--- src/sp0_defines.svh ---
`ifndef SP0_DEFINES_SVH
`define SP0_DEFINES_SVH

// Register addresses.
`define SP0_ADDR_DATA   16'h0099
`define SP0_ADDR_CTRL   16'h009b
`define SP0_ADDR_BAUD   16'h009d
`define SP0_ADDR_RELOAD 16'h009e
`define SP0_ADDR_ROUTE  16'hfff1

// Reset values.
`define SP0_CTRL_RST    8'h00
`define SP0_ROUTE_RST   8'h00
`define SP0_BAUD_RST    8'h00
`define SP0_RELOAD_RST  8'h00

// Control register fields.
`define SP0_CTRL_RI     0
`define SP0_CTRL_TI     1
`define SP0_CTRL_RB8    2
`define SP0_CTRL_TB8    3
`define SP0_CTRL_REN    4
`define SP0_CTRL_SM2    5
`define SP0_CTRL_MLO    6
`define SP0_CTRL_MHI    7

// Pin routing and baud control fields.
`define SP0_ROUTE_SEL   0
`define SP0_ROUTE_LPBK  1
`define SP0_BAUD_SMOD   6
`define SP0_BAUD_BAUD_SOURCE_SELECT   7

// Timing counts.
`define SP0_M0_LAST     4'd11
`define SP0_M0_HALF     4'd6
`define SP0_OS_LAST     4'd15
`define SP0_OS_MID      4'd7
`define SP0_BRG_TOP     8'hff

// Frame lengths in bits.
`define SP0_BITS_M0     4'd8
`define SP0_BITS_M1     4'd10
`define SP0_BITS_M23    4'd11

`endif

--- src/sp0_pkg.sv ---
package sp0_pkg;
    typedef enum logic [1:0] {
        SP0_MODE_SHIFT = 2'b00,
        SP0_MODE_UART8 = 2'b01,
        SP0_MODE_FIX9  = 2'b10,
        SP0_MODE_VAR9  = 2'b11
    } sp0_mode_t;

    typedef enum logic [1:0] {
        SP0_RX_IDLE  = 2'b00,
        SP0_RX_START = 2'b01,
        SP0_RX_DATA  = 2'b10,
        SP0_RX_STOP  = 2'b11
    } sp0_rx_state_t;
endpackage

--- src/sp0_baud.sv ---
`timescale 1ns/1ns
`include "sp0_defines.svh"
module sp0_baud (
    input  wire logic              mclk_i,
    input  wire logic              rstn_i,
    input  sp0_pkg::sp0_mode_t     mode_i,
    input  wire logic              baud_source_select_i,
    input  wire logic              smod_i,
    input  wire logic [7:0]        reload_i,
    input  wire logic              t1_tick_i,
    output logic                   tick_o
);
    import sp0_pkg::*;

    logic       div2_q;
    logic       pre_q;
    logic [7:0] brg_q;
    logic       raw;
    logic       m2_slow;

    assign m2_slow = (mode_i == SP0_MODE_FIX9) && !smod_i;

    // Oversampling tick source, sixteen ticks per bit.
    always_comb begin
        unique case (mode_i)
            SP0_MODE_SHIFT: raw = 1'b0;
            SP0_MODE_FIX9:  raw = div2_q;
            SP0_MODE_UART8,
            SP0_MODE_VAR9:  raw = baud_source_select_i ? (brg_q == `SP0_BRG_TOP) : t1_tick_i;
        endcase
    end

    always_ff @(posedge mclk_i or negedge rstn_i) begin
        if (!rstn_i) begin
            div2_q <= 1'b0;
        end else begin
            div2_q <= ~div2_q;
        end
    end

    always_ff @(posedge mclk_i or negedge rstn_i) begin
        if (!rstn_i) begin
            brg_q <= 8'h00;
        end else if (brg_q == `SP0_BRG_TOP) begin
            brg_q <= reload_i;
        end else begin
            brg_q <= brg_q + 8'h01;
        end
    end

    // The doubler skips the halving stage.
    always_ff @(posedge mclk_i or negedge rstn_i) begin
        if (!rstn_i) begin
            pre_q  <= 1'b0;
            tick_o <= 1'b0;
        end else begin
            pre_q  <= raw ? ~pre_q : pre_q;
            tick_o <= raw & (smod_i | pre_q);
        end
    end
endmodule

--- src/sp0_top.sv ---
// The address-and-strobe port was left to the implementer.
`timescale 1ns/1ns
`include "sp0_defines.svh"
module sp0_top #(
    parameter int ADDR_W = 16
) (
    input  wire logic              mclk_i,
    input  wire logic              rstn_i,
    input  wire logic [ADDR_W-1:0] addr_i,
    input  wire logic [7:0]        wdata_i,
    input  wire logic              wr_i,
    input  wire logic              rd_i,
    output logic [7:0]             rdata_o,
    input  wire logic              t1_tick_i,
    input  wire logic              eng1_txd_i,
    output logic                   eng1_rxd_o,
    output logic                   txd_o,
    input  wire logic              rxd_i,
    output logic                   rxd_o,
    output logic                   rxd_oe_o,
    output sp0_pkg::sp0_mode_t     mode_o
);
    import sp0_pkg::*;

    generate
        if (ADDR_W < 16) begin : g_chk
            $error("ADDR_W must be at least 16");
        end
    endgenerate

    logic [7:0]    route_q;
    logic [7:0]    baud_q;
    logic [7:0]    reload_q;
    sp0_mode_t     mode_q;
    logic          sm2_q;
    logic          ren_q;
    logic          tb8_q;
    logic          rb8_q;
    logic          ti_q;
    logic          ri_q;
    logic [7:0]    rxbuf_q;
    logic          s1_q;
    logic          s2_q;
    logic          s3_q;
    logic          pin_rx_q;
    logic          tx_busy_q;
    logic          m0_rx_q;
    logic [10:0]   tx_sh_q;
    logic [3:0]    tx_left_q;
    logic [3:0]    tx_os_q;
    logic [3:0]    m0_cnt_q;
    logic          tx_done_q;
    logic          m0_done_q;
    sp0_rx_state_t rx_st_q;
    logic [3:0]    rx_os_q;
    logic [3:0]    rx_cnt_q;
    logic [8:0]    rx_sh_q;
    logic          rx_done_q;
    logic [7:0]    rx_data_q;
    logic          rx_ninth_q;
    logic          tick;
    logic          sel;
    logic          lpbk;
    logic          nine;
    logic          sclk;
    logic          tx0_line;
    logic          rx0_in;
    logic          wr_data;
    logic          tx_start;
    logic          m0_rx_start;

    function automatic logic hit(input logic [ADDR_W-1:0] a, input logic [15:0] reg_addr);
        hit = (a == ADDR_W'(reg_addr));
    endfunction

    function automatic logic [3:0] frame_bits(input sp0_mode_t m);
        unique case (m)
            SP0_MODE_SHIFT: frame_bits = `SP0_BITS_M0;
            SP0_MODE_UART8: frame_bits = `SP0_BITS_M1;
            SP0_MODE_FIX9,
            SP0_MODE_VAR9:  frame_bits = `SP0_BITS_M23;
        endcase
    endfunction

    assign sel         = route_q[`SP0_ROUTE_SEL];
    assign lpbk        = route_q[`SP0_ROUTE_LPBK];
    assign nine        = mode_q[1];
    assign mode_o      = mode_q;
    assign wr_data     = wr_i && hit(addr_i, `SP0_ADDR_DATA);
    assign tx_start    = wr_data && !tx_busy_q;
    assign m0_rx_start = (mode_q == SP0_MODE_SHIFT) && ren_q && !ri_q && !tx_busy_q && !m0_done_q && !tx_start;
    assign sclk        = !(tx_busy_q && (mode_q == SP0_MODE_SHIFT) && (m0_cnt_q < `SP0_M0_HALF));
    assign tx0_line    = (mode_q == SP0_MODE_SHIFT) ? sclk : (tx_busy_q ? tx_sh_q[0] : 1'b1);

    // Engine 0 receive source; idle high when it is not connected.
    always_comb begin
        if (lpbk) begin
            rx0_in = sel ? eng1_txd_i : 1'b1;
        end else begin
            rx0_in = sel ? 1'b1 : pin_rx_q;
        end
    end

    sp0_baud u_baud (
        .mclk_i    (mclk_i),
        .rstn_i    (rstn_i),
        .mode_i    (mode_q),
        .baud_source_select_i    (baud_q[`SP0_BAUD_BAUD_SOURCE_SELECT]),
        .smod_i    (baud_q[`SP0_BAUD_SMOD]),
        .reload_i  (reload_q),
        .t1_tick_i (t1_tick_i),
        .tick_o    (tick)
    );

    // Receive pin synchroniser; a level is taken once stages two and three agree.
    always_ff @(posedge mclk_i or negedge rstn_i) begin
        if (!rstn_i) begin
            s1_q     <= 1'b1;
            s2_q     <= 1'b1;
            s3_q     <= 1'b1;
            pin_rx_q <= 1'b1;
        end else begin
            s1_q     <= rxd_i;
            s2_q     <= s1_q;
            s3_q     <= s2_q;
            pin_rx_q <= (s2_q == s3_q) ? s3_q : pin_rx_q;
        end
    end

    // Pin drivers; only the selected engine reaches the transmit pin.
    always_ff @(posedge mclk_i or negedge rstn_i) begin
        if (!rstn_i) begin
            txd_o      <= 1'b1;
            eng1_rxd_o <= 1'b1;
            rxd_o      <= 1'b1;
            rxd_oe_o   <= 1'b0;
        end else begin
            txd_o      <= sel ? eng1_txd_i : tx0_line;
            eng1_rxd_o <= lpbk ? (sel ? 1'b1 : tx0_line) : (sel ? pin_rx_q : 1'b1);
            rxd_o      <= tx_sh_q[0];
            rxd_oe_o   <= !sel && !lpbk && tx_busy_q && !m0_rx_q && (mode_q == SP0_MODE_SHIFT);
        end
    end

    // Configuration registers.
    always_ff @(posedge mclk_i or negedge rstn_i) begin
        if (!rstn_i) begin
            route_q  <= `SP0_ROUTE_RST;
            baud_q   <= `SP0_BAUD_RST;
            reload_q <= `SP0_RELOAD_RST;
        end else if (wr_i) begin
            route_q  <= hit(addr_i, `SP0_ADDR_ROUTE) ? wdata_i : route_q;
            baud_q   <= hit(addr_i, `SP0_ADDR_BAUD) ? wdata_i : baud_q;
            reload_q <= hit(addr_i, `SP0_ADDR_RELOAD) ? wdata_i : reload_q;
        end
    end

    // Serial control register; hardware sets win over a software clear.
    always_ff @(posedge mclk_i or negedge rstn_i) begin
        if (!rstn_i) begin
            mode_q <= SP0_MODE_SHIFT;
            sm2_q  <= 1'b0;
            ren_q  <= 1'b0;
            tb8_q  <= 1'b0;
            rb8_q  <= 1'b0;
            ti_q   <= 1'b0;
            ri_q   <= 1'b0;
        end else begin
            if (wr_i && hit(addr_i, `SP0_ADDR_CTRL)) begin
                mode_q <= sp0_mode_t'({wdata_i[`SP0_CTRL_MHI], wdata_i[`SP0_CTRL_MLO]});
                sm2_q  <= wdata_i[`SP0_CTRL_SM2];
                ren_q  <= wdata_i[`SP0_CTRL_REN];
                tb8_q  <= wdata_i[`SP0_CTRL_TB8];
                rb8_q  <= rx_done_q ? rx_ninth_q : wdata_i[`SP0_CTRL_RB8];
                ti_q   <= wdata_i[`SP0_CTRL_TI] | tx_done_q;
                ri_q   <= wdata_i[`SP0_CTRL_RI] | rx_done_q | m0_done_q;
            end else begin
                rb8_q  <= rx_done_q ? rx_ninth_q : rb8_q;
                ti_q   <= ti_q | tx_done_q;
                ri_q   <= ri_q | rx_done_q | m0_done_q;
            end
        end
    end

    // Received character buffer.
    always_ff @(posedge mclk_i or negedge rstn_i) begin
        if (!rstn_i) begin
            rxbuf_q <= 8'h00;
        end else if (m0_done_q) begin
            rxbuf_q <= tx_sh_q[7:0];
        end else if (rx_done_q) begin
            rxbuf_q <= rx_data_q;
        end
    end

    // Read port; data stand only in the cycle after the strobe.
    always_ff @(posedge mclk_i or negedge rstn_i) begin
        if (!rstn_i) begin
            rdata_o <= 8'h00;
        end else if (!rd_i) begin
            rdata_o <= 8'h00;
        end else if (hit(addr_i, `SP0_ADDR_DATA)) begin
            rdata_o <= rxbuf_q;
        end else if (hit(addr_i, `SP0_ADDR_CTRL)) begin
            rdata_o <= {mode_q, sm2_q, ren_q, tb8_q, rb8_q, ti_q, ri_q};
        end else if (hit(addr_i, `SP0_ADDR_ROUTE)) begin
            rdata_o <= route_q;
        end else if (hit(addr_i, `SP0_ADDR_BAUD)) begin
            rdata_o <= baud_q;
        end else if (hit(addr_i, `SP0_ADDR_RELOAD)) begin
            rdata_o <= reload_q;
        end else begin
            rdata_o <= 8'h00;
        end
    end

    // Transmitter, also the shift-mode shifter in both directions.
    always_ff @(posedge mclk_i or negedge rstn_i) begin
        if (!rstn_i) begin
            tx_busy_q <= 1'b0;
            m0_rx_q   <= 1'b0;
            tx_sh_q   <= 11'h7ff;
            tx_left_q <= 4'd0;
            tx_os_q   <= 4'd0;
            m0_cnt_q  <= 4'd0;
            tx_done_q <= 1'b0;
            m0_done_q <= 1'b0;
        end else begin
            tx_done_q <= 1'b0;
            m0_done_q <= 1'b0;
            if (tx_start || m0_rx_start) begin
                tx_busy_q <= 1'b1;
                m0_rx_q   <= m0_rx_start;
                tx_left_q <= frame_bits(mode_q);
                tx_os_q   <= 4'd0;
                m0_cnt_q  <= 4'd0;
                if (mode_q == SP0_MODE_SHIFT) begin
                    tx_sh_q <= {3'b111, wdata_i};
                end else begin
                    tx_sh_q <= {1'b1, nine ? tb8_q : 1'b1, wdata_i, 1'b0};
                end
            end else if (tx_busy_q && (mode_q == SP0_MODE_SHIFT)) begin
                m0_cnt_q <= (m0_cnt_q == `SP0_M0_LAST) ? 4'd0 : m0_cnt_q + 4'd1;
                if (m0_cnt_q == `SP0_M0_LAST) begin
                    tx_sh_q[7:0] <= {rx0_in, tx_sh_q[7:1]};
                    tx_left_q    <= tx_left_q - 4'd1;
                    if (tx_left_q == 4'd1) begin
                        tx_busy_q <= 1'b0;
                        tx_done_q <= !m0_rx_q;
                        m0_done_q <= m0_rx_q;
                    end
                end
            end else if (tx_busy_q && tick) begin
                tx_os_q <= tx_os_q + 4'd1;
                if (tx_os_q == `SP0_OS_LAST) begin
                    tx_sh_q   <= {1'b1, tx_sh_q[10:1]};
                    tx_left_q <= tx_left_q - 4'd1;
                    if (tx_left_q == 4'd1) begin
                        tx_busy_q <= 1'b0;
                        tx_done_q <= 1'b1;
                    end
                end
            end
        end
    end

    // Asynchronous receiver with start-bit check at mid bit.
    always_ff @(posedge mclk_i or negedge rstn_i) begin
        if (!rstn_i) begin
            rx_st_q    <= SP0_RX_IDLE;
            rx_os_q    <= 4'd0;
            rx_cnt_q   <= 4'd0;
            rx_sh_q    <= 9'h000;
            rx_done_q  <= 1'b0;
            rx_data_q  <= 8'h00;
            rx_ninth_q <= 1'b0;
        end else begin
            rx_done_q <= 1'b0;
            if (mode_q == SP0_MODE_SHIFT) begin
                rx_st_q <= SP0_RX_IDLE;
            end else if (tick) begin
                rx_os_q <= rx_os_q + 4'd1;
                unique case (rx_st_q)
                    SP0_RX_IDLE: begin
                        rx_os_q <= 4'd0;
                        if (ren_q && !rx0_in) begin
                            rx_st_q <= SP0_RX_START;
                        end
                    end
                    SP0_RX_START: begin
                        if (rx_os_q == `SP0_OS_MID) begin
                            rx_os_q  <= 4'd0;
                            rx_cnt_q <= 4'd0;
                            rx_st_q  <= rx0_in ? SP0_RX_IDLE : SP0_RX_DATA;
                        end
                    end
                    SP0_RX_DATA: begin
                        if (rx_os_q == `SP0_OS_LAST) begin
                            rx_sh_q  <= {rx0_in, rx_sh_q[8:1]};
                            rx_cnt_q <= rx_cnt_q + 4'd1;
                            if (rx_cnt_q == (nine ? 4'd8 : 4'd7)) begin
                                rx_st_q <= SP0_RX_STOP;
                            end
                        end
                    end
                    SP0_RX_STOP: begin
                        if (rx_os_q == `SP0_OS_LAST) begin
                            rx_st_q    <= SP0_RX_IDLE;
                            rx_done_q  <= 1'b1;
                            rx_data_q  <= nine ? rx_sh_q[7:0] : rx_sh_q[8:1];
                            rx_ninth_q <= nine ? rx_sh_q[8] : rx0_in;
                        end
                    end
                endcase
            end
        end
    end
endmodule

--- config.mk ---
export PLATFORM = sky130hd
export DESIGN_NAME = sp0_top
export DESIGN_NICKNAME = d
export VERILOG_FILES = /design/src/sp0_pkg.sv /design/src/sp0_baud.sv /design/src/sp0_top.sv
export VERILOG_INCLUDE_DIRS = /design/src
export SDC_FILE = /design/constraint.sdc
export NUM_CORES = 1
export LEC_CHECK = 0
export BUFFER_PORTS_ARGS = -buffer_cell sky130_fd_sc_hd__buf_2
export CORE_MARGIN = 2
export CORE_UTILIZATION = 31
export DETAILED_ROUTE_END_ITERATION = 8
export GPL_ROUTABILITY_DRIVEN = 0
export GPL_TIMING_DRIVEN = 0
export RECOVER_POWER = 25
export SLEW_MARGIN = 10
export SYNTH_ARGS = -nofsm -noshare
export SYNTH_HDL_FRONTEND = slang
export SYNTH_SLANG_ARGS = --single-unit
--- constraint.sdc ---
create_clock -name mclk_i -period 5.85 [get_ports mclk_i]
set_clock_uncertainty 0.15 [all_clocks]
set_input_delay 0.2925 -clock mclk_i [delete_from_list [all_inputs] [get_ports mclk_i]]
set_output_delay 0.2925 -clock mclk_i [all_outputs]
set_load 0.01 [all_outputs]
==> Yosys cells after proc, flatten, opt, wreduce, memory -nomap -nowiden <==
Index checks and enable logic that the tools add are counted.
{ "classes": {"n_mux": 83, "n_div": 0, "n_mul": 0, "reduce_logical": 50, "eq_ne": 28, "bitwise": 11, "add_sub_neg": 6, "n_lt_le_gt_ge": 1, "shifts": 0} }
{ "op_table": {"columns": ["op", "n"], "rows": [
  ["8-bit two-way mux", 12],
  ["16-bit by 8-bit == test with 1-bit output, second input constant", 4],
  ["4-bit two-way mux", 15],
  ["1-bit two-way mux", 38],
  ["11-bit two-way mux", 3],
  ["4-bit by 1-bit adder with 4-bit output, second input constant", 4],
  ["16-bit == test, second input constant", 1],
  ["1-bit logical AND", 16],
  ["2-bit two-way mux", 8],
  ["4-bit case mux with 2 select lines", 2],
  ["3-bit inequality test, second input constant", 5],
  ["2-bit nonzero test", 7],
  ["4-bit == test, second input constant", 3],
  ["4-bit case mux with 3 select lines", 1],
  ["10-bit two-way mux", 1],
  ["2-bit AND reduction", 5],
  ["1-bit zero test", 9],
  ["8-bit by 1-bit adder with 8-bit output, second input constant", 1],
  ["2-bit == test, second input constant", 4],
  ["8-bit == test, second input constant", 1],
  ["2-bit case mux with 4 select lines", 1],
  ["4-bit AND reduction", 2],
  ["1-bit OR", 7],
  ["2-bit inequality test, second input constant", 3],
  ["other kinds (19)", 26]
]} }
{ "word_totals": {"memories": 0, "ff_bits": 123, "rom_bits": 0, "out_inout_bits": 14, "mem_bits_rw": 0, "in_bits": 31, "wordCells": 219, "latchBits": 0} }

==> Logic depth before layout (Yosys ltp) <==
{ "depth": {"depth_word": 9, "depth_mapped": 8, "mapped_depth_nobuf": 6} }

==> Cells and area by module <==
A second synthesis with hierarchy kept.
{ "hier_totals": {"cells_unflattened": 531, "area_unflattened_um2": 5841.9} }
{ "by_module_without_submodules": {"columns": ["mod", "area_per_inst_um2", "cells_each", "seq_area_each_um2", "n_inst"], "rows": [
  ["sp0_top", 5268.8, 473, 2798.9, 1],
  ["sp0_baud", 573.0, 58, 275.3, 1]
]} }

==> Worst setup path after synthesis <==
No wires, ideal clock.
{ "synth_path": {"kind": "input to register", "startpoint": "input port addr_i[8]", "endpoint": "register rb8_q", "required_time_ns": 5.575, "setup_ns": 0.125, "path_slack_ns": 3.280, "n_path_buf": 1, "cell_stages": 6, "t_arrival_ns": 2.295, "cell_sequence": "or4_4 -> or3_4 -> or4_4 -> buf_6 -> mux2_4 -> mux2_2"} }
{ "synth_between": {"elab_chain_len": 3, "elab_cells_between_ends": 4, "cone_classes": "1 x eq/ne; 1 x mux; 2 x reduce/logical"} }
{ "synth_lines": {"columns": ["item", "line_no", "rtl"], "rows": [
  ["start: declaration", "sp0_top.sv:9", "input wire logic [ADDR_W-1:0] addr_i,"],
  ["16-bit by 8-bit == test with 1-bit output *", "sp0_top.sv:73", "hit = (a == ADDR_W'(reg_addr));"],
  ["1-bit logical AND *", "sp0_top.sv:169", "if (wr_i && hit(addr_i, `SP0_ADDR_CTRL)) begin"],
  ["1-bit two-way mux / 2-bit nonzero test (equally long branches)", null, null],
  ["end signal: assignment", "sp0_top.sv:174", "rb8_q <= rx_done_q ? rx_ninth_q : wdata_i[`SP0_CTRL_RB8];"],
  ["end signal: assignment", "sp0_top.sv:178", "rb8_q <= rx_done_q ? rx_ninth_q : rb8_q;"],
  ["end: declaration", "sp0_top.sv:38", "logic rb8_q;"]
]} }
Mark *: on every way between the ends. The rest lies on a longest branch, timed or not.
A chain may end at the register's enable or synchronous reset.

==> flow_summary.toml <==
[pwr]
p_clk_frac = 0.525
switching_share = 0.222
power_frac_comb = 0.070
seqPwrFrac = 0.405
p_sw_w = 0.000531
power_density_nw_per_um2 = 338
p_int_w = 0.00186
peakVddDrop_uv = 163
total_leakage_power_nw = 3.09

[timing]
period_share = 0.615
hold_viol_final = 0
setup_tns_ns = 0
max_slew_margin = -1.24
drv_slew = 60
setup_viol_count_final = 0
tightest_slew_ns = 3.37
period_minus_slack_ns = 3.60
rsz0062_at_grt = "false"
fmax_ghz = 0.278

[synth]
muxShareOfSynthArea = 0.142
synth_seq_cells = 122
ys.flop_type = "dfrtp_1"
synth.avg_cell_area_um2 = 10.7
synth-simple-area-share = 0.134
synth-edff-count = 0
synth_top_family_by_area = "multiplexers"
yosysWarnings = 0
synth_xor_area_frac = 0.0136
netlist_instances = 540
netlist_area_um2 = 5800
synthArstFlopShare = 1.00
syn_nets = 578
synth.yosys.seq_area_share = 0.530
synth_fa_ha_area_frac = 0.0168
ys_types = 62
synth_compound_area_frac = 0.134

[floorplanning]
pin_count = 45
start_util = 0.313
chipHeight_um = 141
coreArea_um2 = 18500
dieWidth_um = 141
rows = 50
die-area_um2 = 19800

[clock_network]
clock_path_buffers = 2
cts_buffers = 17
clock-sinks = 122
cts-resized-gates = 0
tritoncts = "done"
clk_latency_ns = 0.43
cts_root_buf = "clkbuf_16"
cts_setup_buffers = 0
clk_pin_slew_ns = 0.06
holdBufCountCts = 4
cts.htree.levels = 4

[worst_setup_path]
cp-start-kind = "input pin"
worstPathMaxFanout = 60
critical-path-top-delay-family = "buffers and inverters"
path_cells = "dlygate4sd3_1 -> clkbuf_1"
worstSetupPathType = "input pin to asynchronous set/reset pin"
critPathCaptureType = "asynchronous set/reset pin"
cp_slowest_cell = "clkbuf_1"
crit_required_ns = 5.47
crit_arrival_ns = 3.22
max_stage_delay_ns = 2.35
critPathBufInv = 2

[layout]
mostFrequentLayoutCells = "dfrtp_1 (105), nand2_1 (66), o21ai_0 (51), mux2_2 (46), buf_2 (43)"
layout_commonest_cell = "dfrtp_1"
syn2layout_area_growth_pct = 22.1
n_fill_cell = 1754
postLayoutCoreUtil = 0.382
seq_area_um2 = 3070
drive_gt1_frac = 0.239
final_nets = 645
multi_input_area_um2 = 2550
n_antenna_cell = 0

[drt]
wire_per_inst_um = 17.1
dr.pass1.iters = 5
routed_wl_mm = 14.6
routed_via_density = 5.20
drc = 0
first_iter_violations = 342
ant_nets = 0
vias = 4442

[grt]
grt_max_degree = 64
overflow = 0
antenna_found_initial = 1
grt_usage = 0.157
grt_pass1_wl_mm = 24.2
grt_pass1_vias = 4537

[placement]
hpwl_mm = 10.2
io_buffers = 43

[run_status]
status = "finished, violations left"
violations = "max-capacitance violations, max-slew violations"

[worst_hold_path]
min_path_type = "input pin to flop"

[job]
max_cap_violations = 1
cells in the mapped netlist (3+ instances only):
library cell	instances	area, µm²
ha_1	7	87.6
dfrtp_1	105	2630
xnor2_1	5	43.8
nor2_1	23	86.3
xor2_1	4	35.0
nand3b_1	4	30.0
nand4_1	3	18.8
nor3_1	14	70.1
a21oi_1	17	85.1
a31oi_1	6	37.5
clkbuf_1	21	78.8
nand3_1	16	80.1
and4_1	4	35.0
a22o_1	8	70.1
nor4_1	4	25.0
inv_1	16	60.1
mux2_2	46	518
mux2i_1	29	290
dfstp_2	17	447
o21ai_0	51	255
a211oi_1	9	67.6
nor2b_1	4	25.0
nand2_1	66	248
buf_1	4	15.0
o22ai_1	12	75.1
path summary, 6_finish.rpt:
check	depth (start not counted)	start	end	slack, ns
max	2	rstn_i	tx_left_q[0]	2.25
min	3	wdata_i[0]	tx_sh_q[0]	0.05
max reg2reg	8	mode_o[0]	tx_sh_q[7]	2.91
min reg2reg	0	s1_q	s2_q	0.21
max in group mclk_i	8	mode_o[0]	tx_sh_q[7]	2.91
min in group asynchronous	2	rstn_i	u_baud.brg_q[1]	1.39
sequential cells by signal (all words and copies together), names as in the netlist, 2 cells and up:
signal / flops
tx_sh_q: 10
rx_sh_q: 9
baud_q: 8
rdata_o: 8
reload_q: 8
route_q: 8
rx_data_q: 8
rxbuf_q: 8
u_baud.brg_q: 8
m0_cnt_q: 4
rx_cnt_q: 4
rx_os_q: 4
tx_left_q: 4
tx_os_q: 4
mode_o: 2
rx_st_q: 2
power by group through the flow:
stage	logic (W)	registers (W)	clock network (W)
6_report	0.000167	0.000969	0.00126
5_1_grt	0.000192	0.000975	0.00131
4_1_cts	0.000170	0.000968	0.00127
3_5_place_dp	0.000167	0.000980	0
3_3_place_gp	0.000153	0.000974	0
2_1_floorplan	0.0000997	0.000962	0
final cells by class:
type | count | area share
Sequential cell | 122 | 0.434
Multi-Input combinational cell | 375 | 0.361
Clock buffer | 20 | 0.0659
Tap cell | 234 | 0.0413
Timing Repair Buffer | 48 | 0.0398
Clock inverter | 12 | 0.0341
Buffer | 27 | 0.0155
Inverter | 16 | 0.00848
cell families (layout without fill, tap and decap cells):
logic type / count (synthesis) / after routing
buffers and inverters: 43 / 123
DFF: 122 / 122
xor gates and xnor gates: 9 / 9
AOI/OAI and AO/OA: 125 / 125
adders and majority gates: 8 / 8
and+or+nand+nor: 157 / 157
muxes: 76 / 76
routing by layer:
layer / routed length [µm] / global-route usage / vias to the layer above
li1: - / - / 2092
met1: 6880 / 0.211 / 2220
met2: 6700 / 0.241 / 96
met3: 629 / 0.0408 / 32
met4: 347 / 0.0647 / 2
met5: 12 / 0 / -
through the flow:
step | hold WS, ns | cell area, µm² | std cells | setup slack, ns | total power [W]
2_1_floorplan | -0.153 | 5800 | 540 | 3.28 | 0.00106
3_3_place_gp | 0.197 | 6310 | 817 | 2.83 | 0.00113
3_5_place_dp | 0.162 | 6340 | 818 | 2.85 | 0.00115
4_1_cts | 0.0333 | 7090 | 854 | 2.91 | 0.00241
5_1_grt | 0.0574 | 7080 | 854 | 1.50 | 0.00248
6_report | 0.0526 | 7080 | 854 | 2.25 | 0.00239
(Power assumes the default switching activity.)
